[src/lin_to_pkg.sv]
`default_nettype none
package lin_to_pkg;
   // register byte offsets on the AXI4-Lite slave
   localparam logic [7:0] TCSR_OFS  = 8'h00;  // timeout control status reg
   localparam logic [7:0] OCR_OFS   = 8'h04;  // output compare reg
   localparam logic [7:0] UCR_OFS   = 8'h08;  // uart control reg
   localparam logic [7:0] CNT_OFS   = 8'h0C;  // live timeout counter
   localparam logic [7:0] IRQS_OFS  = 8'h10;  // sticky event status
   localparam logic [7:0] IRQM_OFS  = 8'h14;  // interrupt mask
   // field positions
   localparam int TCSR_MODE_BIT = 0;
   localparam int UCR_UART_BIT  = 0;
   localparam int UCR_EN_BIT    = 1;
   localparam int IRQ_TO_BIT    = 0;
   // values after reset, and axi response codes
   localparam logic        MODE_RST = 1'b0;
   localparam logic [15:0] OCR_RST  = 16'hFFFF;
   localparam logic [1:0]  UCR_RST  = 2'h0;
   localparam logic [1:0]  RESP_OKAY   = 2'h0;
   localparam logic [1:0]  RESP_SLVERR = 2'h2;
   // axi write address/data, captured separately and held together until the write fires
   typedef struct packed {
      logic [7:0]  addr;
      logic [31:0] data;
      logic [3:0]  strb;
   } wr_req_t;
   // compare pair
   typedef struct packed {
      logic [7:0] cv2;
      logic [7:0] cv1;
   } cmp_t;
endpackage : lin_to_pkg
`default_nettype wire

[src/lin_timeout_compare_mode_switch.sv]
`default_nettype none
module lin_timeout_compare_mode_switch
   import lin_to_pkg::*;
(
   // clock and reset
   input  wire logic        CLK,
   input  wire logic        NRST,
   // axi4-lite write channels
   input  wire logic [7:0]  AWADDR,
   input  wire logic        AWVALID,
   output logic             AWREADY,
   input  wire logic [31:0] WDATA,
   input  wire logic [3:0]  WSTRB,
   input  wire logic        WVALID,
   output logic             WREADY,
   output logic [1:0]       BRESP,
   output logic             BVALID,
   input  wire logic        BREADY,
   // axi4-lite read channels
   input  wire logic [7:0]  ARADDR,
   input  wire logic        ARVALID,
   output logic             ARREADY,
   output logic [31:0]      RDATA,
   output logic [1:0]       RRESP,
   output logic             RVALID,
   input  wire logic        RREADY,
   // serial pins and frame marker
   input  wire logic        RXD,
   input  wire logic        TXD_MON,
   input  wire logic        FRAME,
   // events
   output logic             TIMEOUT,
   output logic             IRQ
);
   // ==========================================================
   // reset release and pin synchronisers
   logic       rst_m_q, rst_n_q;
   logic [2:0] pin_s1_q, pin_s2_q;
   logic [1:0] pin_old_q;

   // async assert, clocked release
   always_ff @(posedge CLK or negedge NRST)
   begin
      if (!NRST)
      begin
         rst_m_q <= 1'b0;
         rst_n_q <= 1'b0;
      end
      else
      begin
         rst_m_q <= 1'b1;
         rst_n_q <= rst_m_q;
      end
   end

   // two flops before any logic sees a pin
   always_ff @(posedge CLK or negedge rst_n_q)
   begin
      if (!rst_n_q)
      begin
         // idle line: pins high, no frame, so no false edge after reset
         pin_s1_q  <= 3'h3;
         pin_s2_q  <= 3'h3;
         pin_old_q <= 2'h3;
      end
      else
      begin
         pin_s1_q  <= {FRAME, TXD_MON, RXD};
         pin_s2_q  <= pin_s1_q;
         pin_old_q <= pin_s2_q[1:0];
      end
   end

   logic pin_act;
   logic frame_s;
   assign pin_act = |(pin_s2_q[1:0] ^ pin_old_q);
   assign frame_s = pin_s2_q[2];

   // ==========================================================
   // axi4-lite slave
   logic        aw_have_q, w_have_q;
   wr_req_t     wr_q;
   logic        wr_fire;
   logic        mode_q;
   cmp_t        ocr_q;
   logic [1:0]  ucr_q;
   logic [7:0]  cnt_q;
   logic        irqs_q, irqm_q;

   function automatic logic known(input logic [7:0] a);
      known = (a == TCSR_OFS) || (a == OCR_OFS) || (a == UCR_OFS) ||
              (a == CNT_OFS) || (a == IRQS_OFS) || (a == IRQM_OFS);
   endfunction : known

   assign wr_fire = aw_have_q && w_have_q && !BVALID;

   // address and data taken in either order, response after both
   always_ff @(posedge CLK or negedge rst_n_q)
   begin
      if (!rst_n_q)
      begin
         aw_have_q <= 1'b0;
         w_have_q  <= 1'b0;
         wr_q      <= '0;
         AWREADY   <= 1'b0;
         WREADY    <= 1'b0;
         BVALID    <= 1'b0;
         BRESP     <= RESP_OKAY;
      end
      else
      begin
         AWREADY <= !aw_have_q && !(AWVALID && AWREADY);
         WREADY  <= !w_have_q && !(WVALID && WREADY);
         if (AWVALID && AWREADY)
         begin
            aw_have_q  <= 1'b1;
            wr_q.addr  <= AWADDR;
         end
         if (WVALID && WREADY)
         begin
            w_have_q  <= 1'b1;
            wr_q.data <= WDATA;
            wr_q.strb <= WSTRB;
         end
         if (wr_fire)
         begin
            aw_have_q <= 1'b0;
            w_have_q  <= 1'b0;
            BVALID    <= 1'b1;
            BRESP     <= known(wr_q.addr) ? RESP_OKAY : RESP_SLVERR;
         end
         else if (BVALID && BREADY)
            BVALID <= 1'b0;
      end
   end

   // read path, one cycle after the address is taken
   always_ff @(posedge CLK or negedge rst_n_q)
   begin
      if (!rst_n_q)
      begin
         ARREADY <= 1'b0;
         RVALID  <= 1'b0;
         RDATA   <= 32'h0;
         RRESP   <= RESP_OKAY;
      end
      else
      begin
         ARREADY <= !RVALID && !(ARVALID && ARREADY);
         if (ARVALID && ARREADY)
         begin
            RVALID <= 1'b1;
            RRESP  <= known(ARADDR) ? RESP_OKAY : RESP_SLVERR;
            case (ARADDR)
               TCSR_OFS: RDATA <= {31'h0, mode_q};
               OCR_OFS:  RDATA <= {16'h0, ocr_q};
               UCR_OFS:  RDATA <= {30'h0, ucr_q};
               CNT_OFS:  RDATA <= {24'h0, cnt_q};
               IRQS_OFS: RDATA <= {31'h0, irqs_q};
               IRQM_OFS: RDATA <= {31'h0, irqm_q};
               default:  RDATA <= 32'h0;
            endcase
         end
         else if (RVALID && RREADY)
            RVALID <= 1'b0;
      end
   end

   // ==========================================================
   // control registers and compare values
   logic w_tcsr, w_ocr, w_ucr, w_irqs, w_irqm;
   logic lin_mode;
   assign w_tcsr   = wr_fire && wr_q.addr == TCSR_OFS && wr_q.strb[0];
   assign w_ocr    = wr_fire && wr_q.addr == OCR_OFS;
   assign w_ucr    = wr_fire && wr_q.addr == UCR_OFS && wr_q.strb[0];
   assign w_irqs   = wr_fire && wr_q.addr == IRQS_OFS && wr_q.strb[0];
   assign w_irqm   = wr_fire && wr_q.addr == IRQM_OFS && wr_q.strb[0];
   assign lin_mode = ucr_q[UCR_EN_BIT] && ucr_q[UCR_UART_BIT];

   // mode bit, uart control and interrupt mask
   always_ff @(posedge CLK or negedge rst_n_q)
   begin
      if (!rst_n_q)
      begin
         mode_q <= MODE_RST;
         ucr_q  <= UCR_RST;
         irqm_q <= 1'b0;
      end
      else
      begin
         if (w_tcsr)
            mode_q <= wr_q.data[TCSR_MODE_BIT];
         if (w_ucr)
            ucr_q <= wr_q.data[1:0];
         if (w_irqm)
            irqm_q <= wr_q.data[IRQ_TO_BIT];
      end
   end

   // the flaw is kept: uart traffic with mode at zero scribbles cv2, a mode fall keeps stale values
   always_ff @(posedge CLK or negedge rst_n_q)
   begin
      if (!rst_n_q)
         ocr_q <= OCR_RST;
      else if (w_ocr)
      begin
         if (wr_q.strb[0])
            ocr_q.cv1 <= wr_q.data[7:0];
         if (wr_q.strb[1])
            ocr_q.cv2 <= wr_q.data[15:8];
      end
      else if (ucr_q[UCR_EN_BIT] && !ucr_q[UCR_UART_BIT] && !mode_q && pin_act)
         ocr_q.cv2 <= cnt_q;
      // mode 1 to 0 in lin: no reload, old pair stays
   end

   // ==========================================================
   // timeout counter; in lin mode it runs only during a frame, outside lin mode it counts between pin edges
   logic hit;
   assign hit = lin_mode && frame_s &&
                (cnt_q == ocr_q.cv1 || (!mode_q && cnt_q == ocr_q.cv2));

   // outside lin mode the counter is cleared on each pin edge and counts between them, which is how cv2 picks up junk
   always_ff @(posedge CLK or negedge rst_n_q)
   begin
      if (!rst_n_q)
         cnt_q <= 8'h00;
      else if (lin_mode ? !frame_s : pin_act)
         cnt_q <= 8'h00;
      else
         cnt_q <= cnt_q + 8'h01;
   end

   // event pulse, sticky status and masked level interrupt
   always_ff @(posedge CLK or negedge rst_n_q)
   begin
      if (!rst_n_q)
      begin
         TIMEOUT <= 1'b0;
         irqs_q  <= 1'b0;
         IRQ     <= 1'b0;
      end
      else
      begin
         TIMEOUT <= hit;
         if (hit)
            irqs_q <= 1'b1;  // set beats clear
         else if (w_irqs && wr_q.data[IRQ_TO_BIT])
            irqs_q <= 1'b0;
         IRQ <= irqs_q && irqm_q;
      end
   end

   // ==========================================================
   // checks
   AST_MODE_RST: assert property (@(posedge CLK) $rose(rst_n_q) |-> !mode_q)
      else $error("mode bit not zero after reset");
   AST_CV2_HOLD_LIN: assert property (@(posedge CLK) disable iff (!rst_n_q)
      (lin_mode && !w_ocr) |=> $stable(ocr_q))
      else $error("compare values changed without a write in lin mode");
   AST_CV2_UART: assert property (@(posedge CLK) disable iff (!rst_n_q)
      (!w_ocr && ucr_q == 2'h2 && !mode_q && pin_act) |=> ocr_q.cv2 == $past(cnt_q))
      else $error("cv2 not altered by uart activity");
   AST_TO_PULSE: assert property (@(posedge CLK) disable iff (!rst_n_q)
      hit |=> (TIMEOUT && irqs_q))
      else $error("timeout not raised on compare hit");
   AST_STALE_CV2: assert property (@(posedge CLK) disable iff (!rst_n_q)
      (lin_mode && frame_s && !mode_q && cnt_q == ocr_q.cv2) |=> TIMEOUT)
      else $error("stale cv2 did not raise timeout");
   AST_IRQ_LVL: assert property (@(posedge CLK) disable iff (!rst_n_q)
      (irqs_q && irqm_q) |=> IRQ)
      else $error("irq missing");
endmodule : lin_timeout_compare_mode_switch
`default_nettype wire

[config.mk]
export PLATFORM = sky130hd
export DESIGN_NAME = lin_timeout_compare_mode_switch
export DESIGN_NICKNAME = d
export VERILOG_FILES = /design/src/lin_to_pkg.sv /design/src/lin_timeout_compare_mode_switch.sv
export SDC_FILE = /design/constraint.sdc
export NUM_CORES = 1
export LEC_CHECK = 0
export BUFFER_PORTS_ARGS = -buffer_cell sky130_fd_sc_hd__buf_4
export CAP_MARGIN = 25
export CORE_MARGIN = 2
export CORE_UTILIZATION = 53
export DETAILED_ROUTE_END_ITERATION = 12
export PLACE_DENSITY = 0.91
export SYNTH_ARGS = -nofsm -noshare
export SYNTH_HDL_FRONTEND = slang
export SYNTH_SLANG_ARGS = --single-unit
export TNS_END_PERCENT = 30
[constraint.sdc]
create_clock -name CLK -period 3.07 [get_ports CLK]
set_input_delay 0.7675 -clock CLK [delete_from_list [all_inputs] [get_ports CLK]]
set_output_delay 0.7675 -clock CLK [all_outputs]
set_load 0.02 [all_outputs]
== After elaboration in Yosys (flattened, before gate mapping) ==
Cells that the tools add are included.

* Multiplexer cells: 18
* Magnitude comparators: 0
* Div/mod/pow operators: 0
* Bitwise operators: 1
* Eq/ne operators: 13
* Reductions and logical operators: 60
* $mul: 0
* Shift-type cells: 0
* Add/sub/neg operators: 1

{| class="wikitable"
|+ Operators by type and width
! operator !! number
|-
| 16-bit case mux with 6 select lines || 1
|-
| 8-bit by 4-bit == test with 1-bit output (second input constant) || 4
|-
| 8-bit by 5-bit == test with 1-bit output (second input constant) || 4
|-
| 8-bit 2-to-1 mux || 4
|-
| 1-bit logical AND || 28
|-
| 8-bit by 3-bit == test with 1-bit output (second input constant) || 2
|-
| 8-bit == test || 2
|-
| 8-bit logical NOT || 2
|-
| 2-bit nonzero test || 6
|-
| 1-bit logical OR || 11
|-
| 1-bit 2-to-1 mux || 11
|-
| 1-bit logical NOT || 10
|-
| 8-bit by 1-bit adder with 8-bit output (second input constant) || 1
|-
| 2-bit 2-to-1 mux || 2
|-
| 2-bit AND reduction || 2
|-
| 2-bit != test (second input constant) || 1
|-
| 2-bit OR reduction || 1
|-
| 2-bit XOR || 1
|}

* Output and inout port bits: 43
* Input port bits: 62
* Flip-flop bits (word level): 110
* Logic and storage cells: 120
* Memories kept: 0
* Bits in latches: 0
* RAM bits: 0
* Bits in read-only memories: 0

== Longest topological paths before layout ==
* Depth after elaboration: 7
* Gate-level depth with buffers: 6
* Depth with buffers taken out: 5

== Worst setup path after synthesis ==
Ideal clock, no wire load.

* Path kind: input to register
* Start: in ARADDR[7]
* End: reg RDATA[10]
* Slack: 1.106 ns
* Path buffers: 0
* Arrival: 1.898 ns
* Setup time: 0.067 ns
* Required time: 3.003 ns
* Stages on the path: 4
* Cells stage by stage: nor4_1 > nand3_1 > nor2_1 > a22o_1

* Word-level cells in the longest chain between the ends: 2
* Elaborated cells on any way between the ends: 7
* Those cells by class: eq/ne (5); mux (1); reduce/logical (1)

{| class="wikitable"
|+ RTL lines
! item !! line !! source
|-
| from (decl) || lin_timeout_compare_mode_switch.sv:20 || <nowiki>input wire logic [7:0] ARADDR,</nowiki>
|-
| 8-bit by 5-bit == test with 1-bit output (tied with other cells) || lin_timeout_compare_mode_switch.sv:154 || <nowiki>case (ARADDR)</nowiki>
|-
| 16-bit case mux with 6 select lines * || lin_timeout_compare_mode_switch.sv:154 ||
|-
| to (signal assigned) || lin_timeout_compare_mode_switch.sv:155 || <nowiki>TCSR_OFS: RDATA <= {31'h0, mode_q};</nowiki>
|-
| to (signal assigned) || lin_timeout_compare_mode_switch.sv:156 || <nowiki>OCR_OFS: RDATA <= {16'h0, ocr_q};</nowiki>
|-
| to (signal assigned) || lin_timeout_compare_mode_switch.sv:157 || <nowiki>UCR_OFS: RDATA <= {30'h0, ucr_q};</nowiki>
|-
| to (decl) || lin_timeout_compare_mode_switch.sv:23 || <nowiki>output logic [31:0] RDATA,</nowiki>
|}

Every way passes the cells marked *; elsewhere a longest branch is shown, timed or not.
A chain may end at the register's enable or synchronous reset.

== Worst setup path in the final report ==
* Start: in ARADDR[7]
* End: reg RDATA[14]

Same word-level chain as after synthesis.

==> impl_metrics.csv <==
group,metric,value,unit
status,status,"finished clean",
yosys,yosysUniqueCellTypes,46,
yosys,yosysSeqAreaShare,57.3,%
yosys,synthCells,316,
yosys,synth_compound_area_share,7.47,%
yosys,netlist.area_leader.share,43.1,%
cts,cts_resized,0,
critical_path,path_class,"in -> reg",
sta,tightest_slew,0.794,ns
power_and_ir_drop,finalPower,3.30,mW
power_and_ir_drop,intPower,2.29,mW
cts,clk_latency,0.35,ns
critical_path,critical_path_arrival,2.37,ns
detailed_routing,drcViolationCount,0,
yosys,yosysTopAreaCell,"dfrtp_1",
power_and_ir_drop,cellLeakagePower,2.19,nW
critical_path,crit_path_start_kind,"primary input",
detailed_routing,drt-initial-drc-count,172,
yosys,synth_most_common_cell,"dfrtp_1",
floorplanning,chipHeight,91.6,um
critical_path,rr_worst_depth,4,
detailed_routing,vias,2613,
yosys,ys_seq_elements,92,
power_and_ir_drop,swShare,30.6,%
sta,finalHoldViolCount,0,
power_and_ir_drop,switchingPower,1.01,mW
yosys,synth.area.mux_share,13.4,%
floorplanning,start_util,55.5,%
grt,grt_pass1_wl,13100,um
critical_path,required,3.36,ns
cts,cts_tree,"yes",
grt,grtUsageTotal,19.8,%
cts,post-cts-setup-buffers,0,
layout,drive_above_1_share,41.1,%
placed_design,gp_congestion,0.824,
cts,h-tree-depth,3,
floorplanning,ios,105,
sta,fin_tns_setup,0,ns
yosys,synth-edff-count,0,
yosys,async_flop_share,100,%
detailed_routing,drt-total-wl,7740,um
yosys,synth_common_cells,"dfrtp_1, mux2_2, dfstp_2",
grt,grt.overflow.total,0,
cts,cts.sinks,92,
cts,cts_buffers,9,
layout,syn_to_final_growth,17.6,%
layout,layout.nets,445,
critical_path,endpoint_kind,"flop",
yosys,synth_ff_type,"dfrtp_1",
power_and_ir_drop,p_comb_share,22.7,%
sta,fin_crit_sh,67.7,%
floorplanning,die_w,91.6,um
sta,grt_setup_unrepaired,"no",
sta,slew_headroom,46.9,%
yosys,synth_xor_area_share,5.17,%
sta,setup_viol,0,
yosys,avgSynthCellArea,12.9,um^2
power_and_ir_drop,p_seq_share,54.8,%
floorplanning,die_area,8390,um^2
detailed_routing,drt_first_pass_iters,4,
cts,clk_pin_slew,0.08,ns
grt,grt_pass1_vias,2700,
yosys,synth_top_family_by_area,"multiplexers",
sta,fmax,0.481,GHz
yosys,yosys-top-cells-area,"dfrtp_1, dfstp_2, mux2_2, buf_4, xnor2_1",
yosys,synth-simple-area-share,10.9,%
yosys,synthAdderAreaFrac,0.308,%
floorplanning,coreArea,7330,um^2
yosys,synth_warnings,0,
yosys,syn_area,4070,um^2
flow_run,cap_violations,0,
power_and_ir_drop,vdd_drop_max,0.487,mV
placed_design,portBuffers,68,
floorplanning,row_count,31,
detailed_routing,avgRoutedWirePerCell,15.9,um
detailed_routing,postRouteAntennaNets,0,
power_and_ir_drop,p_clk_share,22.5,%
sta,slew_violations,0,
layout,num_antenna_cells,0,
cts,hold_buffers,0,
placed_design,dp_hpwl,5510,um
worst_hold_path,min_path_type,"in -> async",
detailed_routing,viasPerCell,5.38,
sta,skew,0.00393,ns
sta,fin_crit,2.08,ns
grt,antenna_found_initial,0,
cts,clockBufferDepth,2,
layout,nFillCells,571,
power_and_ir_drop,power_density,690,nW/um^2
cts,cts_root_buffer,"clkbuf_8",
sta,holdWs,0.176,ns
grt,grt_max_degree,91,
critical_path,crit_fanout,8,
-- metrics by stage --
stage | area [um^2] | std cells | utilization (%) | setup slack [ns]
2_1_floorplan | 4130 | 333 | - | 0.356
3_3_place_gp | 4570 | 469 | 62.4 | 0.715
3_5_place_dp | 4570 | 469 | 62.4 | 0.627
4_1_cts | 4750 | 485 | 64.9 | 1.01
5_1_grt | 4780 | 486 | 65.2 | 0.807
6_report | 4780 | 486 | 65.2 | 0.991
-- flip-flops by register name, summed over array words and instances (netlist names), 2 cells and up --
register   count
RDATA         16
cnt_q          8
ocr_q         16
pin_old_q      2
pin_s1_q       3
pin_s2_q       3
ucr_q          2
wr_q          26
-- layer usage --
metal  routed length (um)  share of wire, %  vias to the layer above  GRT usage (%)
met4                  109               1.4                        0           5.93
li1                     -                 -                     1208              -
met2                 3820                49                       96           31.6
met1                 3270                42                     1297           26.3
met3                  535               6.9                       12           5.89
met5                    0                 0                        -              0
-- placed cells by master (no fill, tap or decap), types with 6 or more instances in the layout --
| cell | Yosys | final |
|---|---|---|
| a22o_1 | 8 | 8 |
| buf_4 | 19 | 68 |
| clkbuf_8 | 0 | 11 |
| conb_1 | 2 | 19 |
| dfrtp_1 | 70 | 69 |
| dfstp_2 | 22 | 22 |
| inv_1 | 6 | 6 |
| mux2_2 | 39 | 39 |
| mux2i_1 | 6 | 6 |
| nand2_1 | 17 | 17 |
| nor2_1 | 15 | 15 |
| o21ai_0 | 12 | 12 |
| o221a_2 | 8 | 8 |
| or3b_1 | 8 | 8 |
| xnor2_1 | 14 | 14 |
| xor2_1 | 10 | 10 |
-- final timing paths --
kind                                     from                    end  slack [ns]
max in group asynchronous   rst_n_q$_DFF_PN0_   ocr_q[8]$_DFFE_PN1P_        2.20
setup / recovery                    ARADDR[7]  RDATA[14]$_DFFE_PN0P_        0.99
hold / removal                           NRST      rst_n_q$_DFF_PN0_        0.18
hold reg to reg             rst_n_q$_DFF_PN0_  pin_s2_q[2]$_DFF_PN0_        0.19
setup reg to reg           BVALID$_DFFE_PN0P_   ocr_q[9]$_DFFE_PN1P_        1.05
min in group CLK            rst_m_q$_DFF_PN0_      rst_n_q$_DFF_PN0_        0.36
-- worst max-delay path, stage by stage --
cell	delay [ns]
buf_4	0.11
nor4_1	0.50
nand3_1	0.32
nor2_1	0.47
a22o_1	0.20
-- area by class of cell --
cell class                 count  area (um^2)  share of cell area [%]
sequential                    92         2330                    48.8
multi-input combinational    204         1580                    33.1
timing repair buffer          69          538                    11.3
clock buffer                  13          159                    3.32
tap                           99          124                    2.59
inverter                       6         22.5                   0.471
clock inverter                 3         21.3                   0.445
-- power groups by stage --
stage,Sequential (mW),Clock (mW),Combinational (mW)
floorplan,1.77,0,0.565
global placement,1.82,0,0.699
detailed placement,1.84,0,0.730
CTS,1.82,0.761,0.735
global route,1.84,0.818,0.825
finish,1.81,0.742,0.749
-- cell families (layout without fill, tap and decap cells) --
family / after synthesis / count (layout)
compound gates: 40 / 40
xor+xnor: 24 / 24
fa+ha+maj: 1 / 1
buf+inv: 37 / 91
flops: 92 / 92
mux: 47 / 47
other cells: 2 / 19
simple gates: 73 / 73
Power figures use the tool's default switching activity.
